[config.mk]
export PLATFORM = sky130hd
export DESIGN_NAME = potm_trigger_ctrl
export DESIGN_NICKNAME = d
export VERILOG_FILES = /design/src/logic/potm_pkg.sv /design/src/logic/potm_trigger_ctrl.sv /design/src/logic/potm_group.sv
export SDC_FILE = /design/constraint.sdc
export NUM_CORES = 1
export LEC_CHECK = 0
export BUFFER_PORTS_ARGS = -buffer_cell sky130_fd_sc_hd__buf_2
export CAP_MARGIN = 10
export CORE_ASPECT_RATIO = 0.9
export CORE_UTILIZATION = 48
export CTS_CLUSTER_DIAMETER = 150
export DETAILED_ROUTE_END_ITERATION = 12
export PLACE_DENSITY = 0.82
export SYNTH_ARGS = -nofsm -noshare
export SYNTH_HDL_FRONTEND = slang
export SYNTH_SLANG_ARGS = --single-unit
[constraint.sdc]
create_clock -name aclk -period 3.25 [get_ports aclk]
set_input_delay 0.8125 -clock aclk [delete_from_list [all_inputs] [get_ports aclk]]
set_output_delay 0.8125 -clock aclk [all_outputs]
set_load 0.03 [all_outputs]
[src/logic/potm_pkg.sv]
// Shared constants and types for the pattern output trigger/mode block.
// Assumes a single system clock domain and an AXI4-Lite register bus.
package potm_pkg;

	localparam int GROUPS = 4;
	localparam int GRP_W = 4;
	localparam int PAT_W = 16;
	localparam int CH_N = 4;
	localparam int SEL_W = 2;
	localparam int REG_W = 8;
	localparam int ADDR_W = 8;
	localparam int DATA_W = 32;

	localparam logic [ADDR_W-1:0] TRIG_SEL_OFS = 8'h00;
	localparam logic [ADDR_W-1:0] OUT_MODE_OFS = 8'h04;

	localparam logic [REG_W-1:0] TRIG_SEL_RST = 8'hff;
	localparam logic [REG_W-1:0] OUT_MODE_RST = 8'hf0;
	localparam logic [GRP_W-1:0] MODE_RSV_ONES = 4'hf;
	localparam int MODE_NOV_LSB = 0;
	localparam logic [PAT_W-1:0] LATCH_RST = 16'h0000;

	localparam logic [1:0] RESP_OKAY = 2'b00;
	localparam logic [1:0] RESP_SLVERR = 2'b10;

	// Compare-match strobes from the timer unit, one bit per channel
	typedef struct packed {
		logic [CH_N-1:0] a;
		logic [CH_N-1:0] b;
	} potm_cm_t;

	// Complete state of the top module
	typedef struct packed {
		logic aw_got;
		logic [ADDR_W-1:0] aw_addr;
		logic w_got;
		logic [DATA_W-1:0] w_data;
		logic w_lane0;
		logic bvalid;
		logic [1:0] bresp;
		logic rvalid;
		logic [DATA_W-1:0] rdata;
		logic [1:0] rresp;
		logic [REG_W-1:0] trig_sel;
		logic [GRP_W-1:0] nov;
		logic [PAT_W-1:0] latch;
	} potm_state_t;

endpackage : potm_pkg

[src/logic/potm_trigger_ctrl.sv]
// Trigger-select and output-mode registers of the pattern output unit,
// with the port output latch they steer. AXI4-Lite register slave.
// Assumes timer strobes, next-pattern data and enables on aclk.
`timescale 1ns/10ps

// Overview of operation
// - The 8-bit trigger-select register is read/write, loads all ones on reset or hardware standby and holds in software standby.
// - Each group of four pattern bits (15..12, 11..8, 7..4, 3..0) has its own trigger source.
// - Trigger-select bits 7:6 pick the timer channel 0 to 3 that loads group 3.
// - Trigger-select bits 5:4 pick the timer channel 0 to 3 that loads group 2.
// - Trigger-select bits 3:2 pick the timer channel 0 to 3 that loads group 1.
// - Trigger-select bits 1:0 pick the timer channel 0 to 3 that loads group 0.
// - The 8-bit output-mode register loads 0xf0 on reset or hardware standby and holds in software standby.
// - Output-mode bits 7:4 always read as one and ignore writes.
// - In non-overlap mode match B sets the period, match A the margin, and outputs change at both.
// - Output-mode bit 3 set makes group 3 non-overlapping, clear makes it change at match A only.
// - Output-mode bit 2 does the same for group 2.
// - Output-mode bit 1 does the same for group 1.
// - Output-mode bit 0 does the same for group 0.
// - On the selected trigger each enabled bit copies its next-pattern value, disabled bits hold.
// - In non-overlap mode match A copies the next-pattern bits unconditionally.
// - In non-overlap mode match B copies only next-pattern bits that are zero.
module potm_trigger_ctrl
	import potm_pkg::*;
#(
	parameter int CHANNELS = 4
)
(
	input wire logic aclk,
	input wire logic aresetn,
	input wire logic hw_standby,
	input wire logic [ADDR_W-1:0] s_axi_awaddr,
	input wire logic s_axi_awvalid,
	output logic s_axi_awready,
	input wire logic [DATA_W-1:0] s_axi_wdata,
	input wire logic [3:0] s_axi_wstrb,
	input wire logic s_axi_wvalid,
	output logic s_axi_wready,
	output logic [1:0] s_axi_bresp,
	output logic s_axi_bvalid,
	input wire logic s_axi_bready,
	input wire logic [ADDR_W-1:0] s_axi_araddr,
	input wire logic s_axi_arvalid,
	output logic s_axi_arready,
	output logic [DATA_W-1:0] s_axi_rdata,
	output logic [1:0] s_axi_rresp,
	output logic s_axi_rvalid,
	input wire logic s_axi_rready,
	input wire potm_cm_t timer_match,
	input wire logic [PAT_W-1:0] next_pattern_reg,
	input wire logic [PAT_W-1:0] next_pattern_enable,
	input wire logic latch_wr_en,
	input wire logic [PAT_W-1:0] latch_wr_data,
	output logic [PAT_W-1:0] port_output_latch,
	output logic [REG_W-1:0] group_trigger_select,
	output logic [REG_W-1:0] group_output_mode
);

	////////////////////////////////////////////////////////////////////////
	// Elaboration check
	if (CHANNELS != CH_N) begin : g_bad_channels
		$error("Trigger select encodes exactly four timer channels");
	end

	////////////////////////////////////////////////////////////////////////
	// State
	potm_state_t state_reg;
	potm_state_t state_next;
	logic [PAT_W-1:0] upd;
	logic [GROUPS-1:0] hit_a;
	logic [GROUPS-1:0] hit_b;
	logic [PAT_W-1:0] sw_latch;

	////////////////////////////////////////////////////////////////////////
	// Per-group trigger and transfer logic
	for (genvar g = 0; g < GROUPS; g++) begin : g_grp
		potm_group u_grp (
			.sel(state_reg.trig_sel[g*SEL_W +: SEL_W]),
			.nov(state_reg.nov[g]),
			.cm(timer_match),
			.nxt(next_pattern_reg[g*GRP_W +: GRP_W]),
			.en(next_pattern_enable[g*GRP_W +: GRP_W]),
			.hit_a(hit_a[g]),
			.hit_b(hit_b[g]),
			.upd(upd[g*GRP_W +: GRP_W])
		);
	end

	////////////////////////////////////////////////////////////////////////
	// Bus handshakes
	assign s_axi_awready = !state_reg.aw_got && !state_reg.bvalid;
	assign s_axi_wready = !state_reg.w_got && !state_reg.bvalid;
	assign s_axi_arready = !state_reg.rvalid;
	assign s_axi_bvalid = state_reg.bvalid;
	assign s_axi_bresp = state_reg.bresp;
	assign s_axi_rvalid = state_reg.rvalid;
	assign s_axi_rdata = state_reg.rdata;
	assign s_axi_rresp = state_reg.rresp;

	////////////////////////////////////////////////////////////////////////
	// Register and latch outputs
	assign port_output_latch = state_reg.latch;
	assign group_trigger_select = state_reg.trig_sel;
	assign group_output_mode = {MODE_RSV_ONES, state_reg.nov};

	// Neighbour writes reach only bits not owned by pattern output
	assign sw_latch = latch_wr_en ?
		((state_reg.latch & next_pattern_enable) |
		(latch_wr_data & ~next_pattern_enable)) : state_reg.latch;

	////////////////////////////////////////////////////////////////////////
	// Next state
	always_comb begin
		state_next = state_reg;
		if (state_reg.bvalid && s_axi_bready) begin
			state_next.bvalid = 1'b0;
		end
		if (s_axi_awvalid && s_axi_awready) begin
			state_next.aw_got = 1'b1;
			state_next.aw_addr = s_axi_awaddr;
		end
		if (s_axi_wvalid && s_axi_wready) begin
			state_next.w_got = 1'b1;
			state_next.w_data = s_axi_wdata;
			state_next.w_lane0 = s_axi_wstrb[0];
		end
		if (state_reg.aw_got && state_reg.w_got && !state_reg.bvalid) begin
			state_next.aw_got = 1'b0;
			state_next.w_got = 1'b0;
			state_next.bvalid = 1'b1;
			state_next.bresp = RESP_OKAY;
			case (state_reg.aw_addr)
				TRIG_SEL_OFS: begin
					if (state_reg.w_lane0) begin
						state_next.trig_sel = state_reg.w_data[REG_W-1:0];
					end
				end
				OUT_MODE_OFS: begin
					if (state_reg.w_lane0) begin
						state_next.nov = state_reg.w_data[MODE_NOV_LSB +: GRP_W];
					end
				end
				default: begin
					state_next.bresp = RESP_SLVERR;
				end
			endcase
		end
		if (state_reg.rvalid && s_axi_rready) begin
			state_next.rvalid = 1'b0;
		end
		if (s_axi_arvalid && s_axi_arready) begin
			state_next.rvalid = 1'b1;
			state_next.rresp = RESP_OKAY;
			state_next.rdata = '0;
			case (s_axi_araddr)
				TRIG_SEL_OFS: begin
					state_next.rdata[REG_W-1:0] = state_reg.trig_sel;
				end
				OUT_MODE_OFS: begin
					state_next.rdata[REG_W-1:0] = {MODE_RSV_ONES, state_reg.nov};
				end
				default: begin
					state_next.rresp = RESP_SLVERR;
				end
			endcase
		end
		// Trigger transfer overrides the neighbour write on owned bits
		state_next.latch = (sw_latch & ~upd) | (next_pattern_reg & upd);
		if (!aresetn || hw_standby) begin
			state_next = '0;
			state_next.trig_sel = TRIG_SEL_RST;
			state_next.nov = OUT_MODE_RST[GRP_W-1:0];
			state_next.latch = LATCH_RST;
		end
	end

	always_ff @(posedge aclk) begin
		state_reg <= state_next;
	end

	////////////////////////////////////////////////////////////////////////
	// Assertions
	property p_trig_rst;
		@(posedge aclk) disable iff (!aresetn)
		hw_standby |=> group_trigger_select == 8'hff;
	endproperty
	a_trig_rst: assert property (p_trig_rst)
		else $error("trigger select not all ones after standby");

	property p_mode_rst;
		@(posedge aclk) disable iff (!aresetn)
		hw_standby |=> group_output_mode == 8'hf0;
	endproperty
	a_mode_rst: assert property (p_mode_rst)
		else $error("output mode not f0 after standby");

	property p_mode_rsv;
		@(posedge aclk) disable iff (!aresetn)
		s_axi_rvalid && s_axi_rresp == RESP_OKAY &&
		s_axi_rdata[REG_W-1:0] == {4'hf, state_reg.nov}
		|-> group_output_mode[7:4] == 4'hf;
	endproperty
	a_mode_rsv: assert property (p_mode_rsv)
		else $error("reserved mode bits not read as one");

	property p_trig_hold;
		@(posedge aclk) disable iff (!aresetn)
		!hw_standby && !(state_reg.aw_got && state_reg.w_got)
		|=> $stable(group_trigger_select) && $stable(group_output_mode);
	endproperty
	a_trig_hold: assert property (p_trig_hold)
		else $error("control register changed without a write");

	property p_g3_sel;
		@(posedge aclk) disable iff (!aresetn)
		hit_a[3] == timer_match.a[group_trigger_select[7:6]];
	endproperty
	a_g3_sel: assert property (p_g3_sel)
		else $error("group 3 uses the wrong timer channel");

	property p_g0_sel;
		@(posedge aclk) disable iff (!aresetn)
		hit_b[0] == timer_match.b[group_trigger_select[1:0]];
	endproperty
	a_g0_sel: assert property (p_g0_sel)
		else $error("group 0 uses the wrong timer channel");

	property p_disabled_hold;
		@(posedge aclk) disable iff (!aresetn || hw_standby)
		!latch_wr_en ##1 !hw_standby |->
		((port_output_latch ^ $past(port_output_latch)) &
		~$past(next_pattern_enable)) == '0;
	endproperty
	a_disabled_hold: assert property (p_disabled_hold)
		else $error("disabled pattern bit changed");

	property p_match_a_copy;
		@(posedge aclk) disable iff (!aresetn)
		hit_a[2] && next_pattern_enable[8] && !hw_standby
		|=> port_output_latch[8] == $past(next_pattern_reg[8]);
	endproperty
	a_match_a_copy: assert property (p_match_a_copy)
		else $error("match A did not copy next pattern");

	property p_nov_b_ones;
		@(posedge aclk) disable iff (!aresetn)
		state_reg.nov[1] && hit_b[1] && !hit_a[1] && !latch_wr_en &&
		next_pattern_reg[4] && !hw_standby
		|=> $stable(port_output_latch[4]);
	endproperty
	a_nov_b_ones: assert property (p_nov_b_ones)
		else $error("match B copied a one in non-overlap mode");

	property p_nov_b_zero;
		@(posedge aclk) disable iff (!aresetn)
		state_reg.nov[1] && hit_b[1] && next_pattern_enable[5] &&
		!next_pattern_reg[5] && !hw_standby
		|=> !port_output_latch[5];
	endproperty
	a_nov_b_zero: assert property (p_nov_b_zero)
		else $error("match B did not copy a zero");

	property p_norm_b;
		@(posedge aclk) disable iff (!aresetn)
		!state_reg.nov[3] && hit_b[3] && !hit_a[3] && !latch_wr_en &&
		!hw_standby
		|=> $stable(port_output_latch[15:12]);
	endproperty
	a_norm_b: assert property (p_norm_b)
		else $error("normal mode group changed on match B");

	property p_bresp_hold;
		@(posedge aclk) disable iff (!aresetn)
		s_axi_bvalid && !s_axi_bready && !hw_standby
		|=> s_axi_bvalid && $stable(s_axi_bresp);
	endproperty
	a_bresp_hold: assert property (p_bresp_hold)
		else $error("write response dropped before accepted");

	property p_write_resp;
		@(posedge aclk) disable iff (!aresetn)
		state_reg.aw_got && state_reg.w_got && !s_axi_bvalid &&
		!hw_standby |=> s_axi_bvalid;
	endproperty
	a_write_resp: assert property (p_write_resp)
		else $error("write response not raised one cycle after both");

endmodule : potm_trigger_ctrl

[src/logic/potm_group.sv]
// Per-group trigger selection and transfer mask for four pattern bits.
// Assumes single-cycle compare-match strobes on the system clock.
`timescale 1ns/10ps

module potm_group
	import potm_pkg::*;
(
	input wire logic [SEL_W-1:0] sel,
	input wire logic nov,
	input wire potm_cm_t cm,
	input wire logic [GRP_W-1:0] nxt,
	input wire logic [GRP_W-1:0] en,
	output logic hit_a,
	output logic hit_b,
	output logic [GRP_W-1:0] upd
);

	////////////////////////////////////////////////////////////////////////
	// Channel select and transfer mask
	always_comb begin
		hit_a = cm.a[sel];
		hit_b = cm.b[sel];
		upd = '0;
		if (hit_a) begin
			upd = en;
		end
		if (nov && hit_b) begin
			upd = upd | (en & ~nxt);
		end
	end

endmodule : potm_group

# Word level (Yosys, flattened, before mapping)
# Cells that the tools add are included.
# Widths: inputs -> output; s select.
[totals]
ff_bits = 61
input_bits = 117
[classes]
n_eq_ne = 2
reduce_logical = 28
order_cmp = 4
bitwise = 20
mux = 32
[op_table]
columns = ["op", "n"]
rows = [
  ["$and 16x16->16", 4],
  ["$mux 35", 1],
  ["$mux 4", 8],
  ["$not 16->16", 2],
  ["$or 16x16->16", 2],
  ["$and 4x4->4", 4],
  ["$bmux 1 s2", 8],
  ["$eq 8x3->1 const B", 2],
  ["$logic_not 8->1", 2],
  ["$mux 16", 1],
  ["$not 4->4", 4],
  ["$or 4x4->4", 4],
  ["$pmux 8 s2", 1],
  ["$logic_and 1x1->1", 13],
  ["$lt 2x3->1 const B", 4],
  ["$mux 1", 10],
  ["$reduce_and 3->1", 2],
  ["$reduce_or 2->1", 3],
  ["$logic_not 1->1", 5],
  ["$mux 2", 2],
  ["$reduce_bool 2->1", 2],
  ["$mux 3", 1],
  ["$logic_or 1x1->1", 1],
]

# Longest topological paths before layout
[logic_depth]
ltp_word = 8
depth_mapped = 5

# Cells and area by module
# From an unflattened synthesis, not the netlist that was laid out.
[hier_totals]
hier_cells = 436
hier_area_um2 = 3724.8
[by_module_without_submodules]
columns = ["module", "area_each_um2", "seq_area_each_um2", "n_inst", "cells_per_inst"]
rows = [
  ["potm_trigger_ctrl", 3184.3, 1181.1, 1, 356],
  ["potm_group", 135.1, 0.0, 4, 20],
]

# Least setup slack after synthesis
# No wires, ideal clock.
[synth_path]
path_type = "input port to flip-flop"
startpoint = "input port s_axi_araddr[5]"
endpoint = "register state_reg (netlist bit s_axi_rdata[4])"
arrival_time_ns = 1.962
stages = 4
setup_slack_ns = 1.218
path_buffers = 0
cell_sequence = "or4_1 -> nor4_4 -> o211ai_1 -> a21oi_1"
[synth_via]
elab_chain_cells = 2
elab_cells_between_ends = 3
cone_classes = "eq/ne: 1; mux: 1; reduce/logical: 1"
[synth_lines]
columns = ["item", "line_no", "text"]
rows = [
  ["start, declared", "potm_trigger_ctrl.sv:42", "input wire logic [ADDR_W-1:0] s_axi_araddr,"],
  ["$eq 8x3->1 or $logic_not 8->1 (tied branches)", "potm_trigger_ctrl.sv:155", "case (s_axi_araddr)"],
  ["$pmux 8 s2 *", "potm_trigger_ctrl.sv:155", ""],
  ["end signal, assigned", "potm_trigger_ctrl.sv:178", "state_reg <= state_next;"],
  ["end, declared", "potm_trigger_ctrl.sv:67", "potm_state_t state_reg;"],
]
# Every way passes the cells marked *; elsewhere a longest branch is shown, timed or not.
# A chain may end at the register's enable or synchronous reset.

# Final worst setup path
[layout_path]
startpoint = "input port s_axi_araddr[5]"
endpoint = "register state_reg (netlist bit s_axi_rdata[7])"
# Same word-level chain as after synthesis.

==> metrics.csv <==
stage,metric,value,unit
synth,synthesis.area,3330,µm²
timing,min_period,1.95,ns
global_routing,antenna_found_initial,0,
global_routing,grt_usage,22.3,%
clock_network,ctsResizeCount,0,
floorplan,die_h,81.1,µm
synth,yosysMostFrequentCell,buf_4,
synth,synth_cell_types,30,
synth,synth_compound_area_share,16.9,%
min_path,min_from,s_axi_rdata[6],
worst_setup_path,required,3.50,ns
worst_setup_path,startpoint_type,input port,
worst_setup_path,cp_top_family,simple AND/OR/NAND/NOR gates,
clock_network,htree_num_levels,3,
worst_setup_path,cp_slowest_stage_delay,0.56,ns
clock_network,cts_tree,done,
final_layout,drive_above_1_share,36.7,%
synth,synthTopCellsByCount,"buf_4 (68), dfxtp_1 (59), nand2_1 (49), a21oi_1 (37), inv_1 (20)",
worst_setup_path,crit_type,in -> reg,
clock_network,root_buffer,clkbuf_8,
timing,fin_setup_tns,0,ns
worst_setup_path,rr_worst_depth,4,
worst_setup_path,endpoint_kind,register,
global_routing,grt_max_degree,46,
clock_network,clk_path_buf_depth,2,
final_layout,n_antenna_cell,0,
synth,synth-edff-count,0,
synth,ys_seq_area_share,35.4,%
clock_network,cts_hold_buf,0,
worst_setup_path,path_cells,buf_2 -> or4_1 -> nor4_4 -> o211ai_1 -> a21oi_1,
placed_design,place_congestion,0.758,
drt,vias_per_cell,5.12,
floorplan,initial_core_util,50.1,%
synth,yosys.area_share.simple,21.0,%
synth,synth_top_family_by_area,simple AND/OR/NAND/NOR gates,
final_layout,utilization,57.6,%
synth,synthXorXnorAreaFrac,0,%
timing,relSlewSlack,43.9,%
status,status,finished clean,
clock_network,path_clk_slew,0.06,ns
synth,synth_top_area_cell,dfxtp_1,
final_layout,nets,592,
drt,wl,7.86,mm
timing,rsz0062_at_grt,false,
power,p_leak,1.67,nW
min_path,hold_path_class,reg -> reg,
timing,setup_viol,0,
global_routing,gr-total-overflow,0,
clock_network,numCtsBuffers,9,
floorplan,pin_count,190,
final_layout,area_growth,14.9,%
drt,wl_per_cell,13.8,µm
global_routing,grt_pass1_vias,2686,
floorplan,die_w,89.8,µm
timing,finalMaxSlewViolations,0,
synth,synthArstFlopShare,0,%
timing,finClkSkew,0.00601,ns
placed_design,io_buffers,132,
synth,synth_cells,386,
placed_design,hpwl,6.02,mm
floorplan,rows,28,
drt,drtIter0Drc,114,
power,power_density,433,nW/µm²
global_routing,grt_pass1_wl,12.7,mm
synth,synth_mux_area_share,6.76,%
worst_setup_path,ff2ff_setup_slack,1.33,ns
final_layout,fill_cells,618,
drt,post-route-drc-count,0,
worst_setup_path,reg2reg_from,group_trigger_select[0],
drt,final_antenna_net_count,0,
timing,fin_crit_sh,60.1,%
clock_network,postCtsSetupBuffers,0,
min_path,holdPathStages,2,
worst_setup_path,cp_max_fo,9,
timing,tightest_slew,0.841,ns
synth,ys.flop_type,dfxtp_1,
floorplan,die_area,7280,µm²
synth,avgSynthCellArea,8.64,µm²
clock_network,cts.sinks,59,
synth,yosys-top-cells-area,"dfxtp_1 (35%), buf_4 (15%), a21oi_1 (5.6%), nand2_1 (5.5%), mux4_2 (5.4%)",
clock_network,worstSkewPairLatency,0.34,ns
synth,synth_fa_ha_area_share,0,%
drt,via_count,2916,
timing,max_freq,512,MHz
job,drv_cap,0,
drt,first_pass_iters,4,
synth,ys_seq_elements,59,
floorplan,coreArea,6660,µm²
synth,ys_warn_count,0,
worst_setup_path,cp.buffers_inverters,1,
min_path,hold_end,s_axi_rdata[6],
worst_setup_path,slowest_stage,or4_1,
worst_setup_path,arrival,2.20,ns
power,ir_drop,287,µV
timing,finalHoldViolations,0,
synth,netlist.area_leader.share,35.4,%
## cells in the final DEF, fill, tap and decap left out, types with 4 or more instances in the layout
cell         n
a2111oi_0   16
nor3b_1     16
a21oi_1     37
o211ai_1     4
nor2_1      11
a211oi_1    17
o21ai_2      4
mux4_2       8
inv_1       20
clkbuf_8    13
mux2_2       4
buf_2      132
dfxtp_1     59
nor3_1      10
nand3_1      4
nand3_2      4
nand2_1     49
a21oi_2      4
nor2b_1     19
conb_1      30
## worst max path at each step
stage | startpoint | to | slack, ns | cells past startpoint
2_1_floorplan | s_axi_araddr[5] | s_axi_rdata[4] | 1.22 | 4
3_3_place_gp | s_axi_araddr[5] | s_axi_rdata[5] | 0.98 | 5
3_5_place_dp | timer_match[7] | register | 0.91 | 5
4_1_cts | timer_match[7] | register | 1.26 | 5
5_1_grt | group_trigger_select[0] | register | 1.14 | 4
6_report | s_axi_araddr[5] | s_axi_rdata[7] | 1.30 | 5
## cell families (layout without fill, tap and decap cells)
family / after synthesis / count (layout)
AO/OA/AOI/OAI: 84 / 84
buffers and inverters: 103 / 169
flip-flops: 59 / 59
multiplexers: 12 / 12
other: 2 / 30
AND/OR/NAND/NOR: 126 / 126
## worst reg2reg max path: stages (launching register included)
cell	delay, ns
dfxtp_1	0.49
mux4_2	0.64
a21oi_2	0.25
nor3b_1	0.09
a2111oi_0	0.31
## power breakdown
| group | internal [mW] | switching, mW | leakage (nW) | total [mW] |
|---|---|---|---|---|
| clock | 0.360 | 0.278 | 0.0997 | 0.638 |
| sequential | 0.742 | 0.0110 | 0.479 | 0.753 |
| combinational | 0.0958 | 0.171 | 1.09 | 0.267 |
| total | 1.20 | 0.460 | 1.67 | 1.66 |
## through the flow
step | hold slack (ns) | worst slack (ns) | cell area [µm²] | total power, mW | cells
after floorplan | 0.431 | 1.22 | 3440 | 0.982 | 414
after global placement | 0.437 | 0.982 | 3640 | 1.03 | 554
after detailed placement | 0.445 | 0.905 | 3640 | 1.04 | 554
after CTS | 0.453 | 1.26 | 3830 | 1.67 | 570
after global routing | 0.469 | 1.14 | 3830 | 1.73 | 570
final | 0.450 | 1.30 | 3830 | 1.66 | 570
## area by class of cell
cell class	instances	area [µm²]	area share, %
clock inverters	1	5.00	0.131
multi-input cells	252	1600	41.8
inverters	20	75.1	1.96
clock buffers	15	186	4.87
repair buffers	133	668	17.4
flip-flops and latches	59	1180	30.8
well taps	90	113	2.94
## layer usage
layer  wire [µm]  vias to the layer above  share of wire [%]  GRT usage [%]
met5           0                        -                  0              0
met4         162                        0                2.1           8.52
met3         598                       13                7.6           7.02
met2        3820                      120                 49           40.2
met1        3280                     1348                 42           25.0
li1            -                     1435                  -              -
Power figures use the tool's default switching activity.
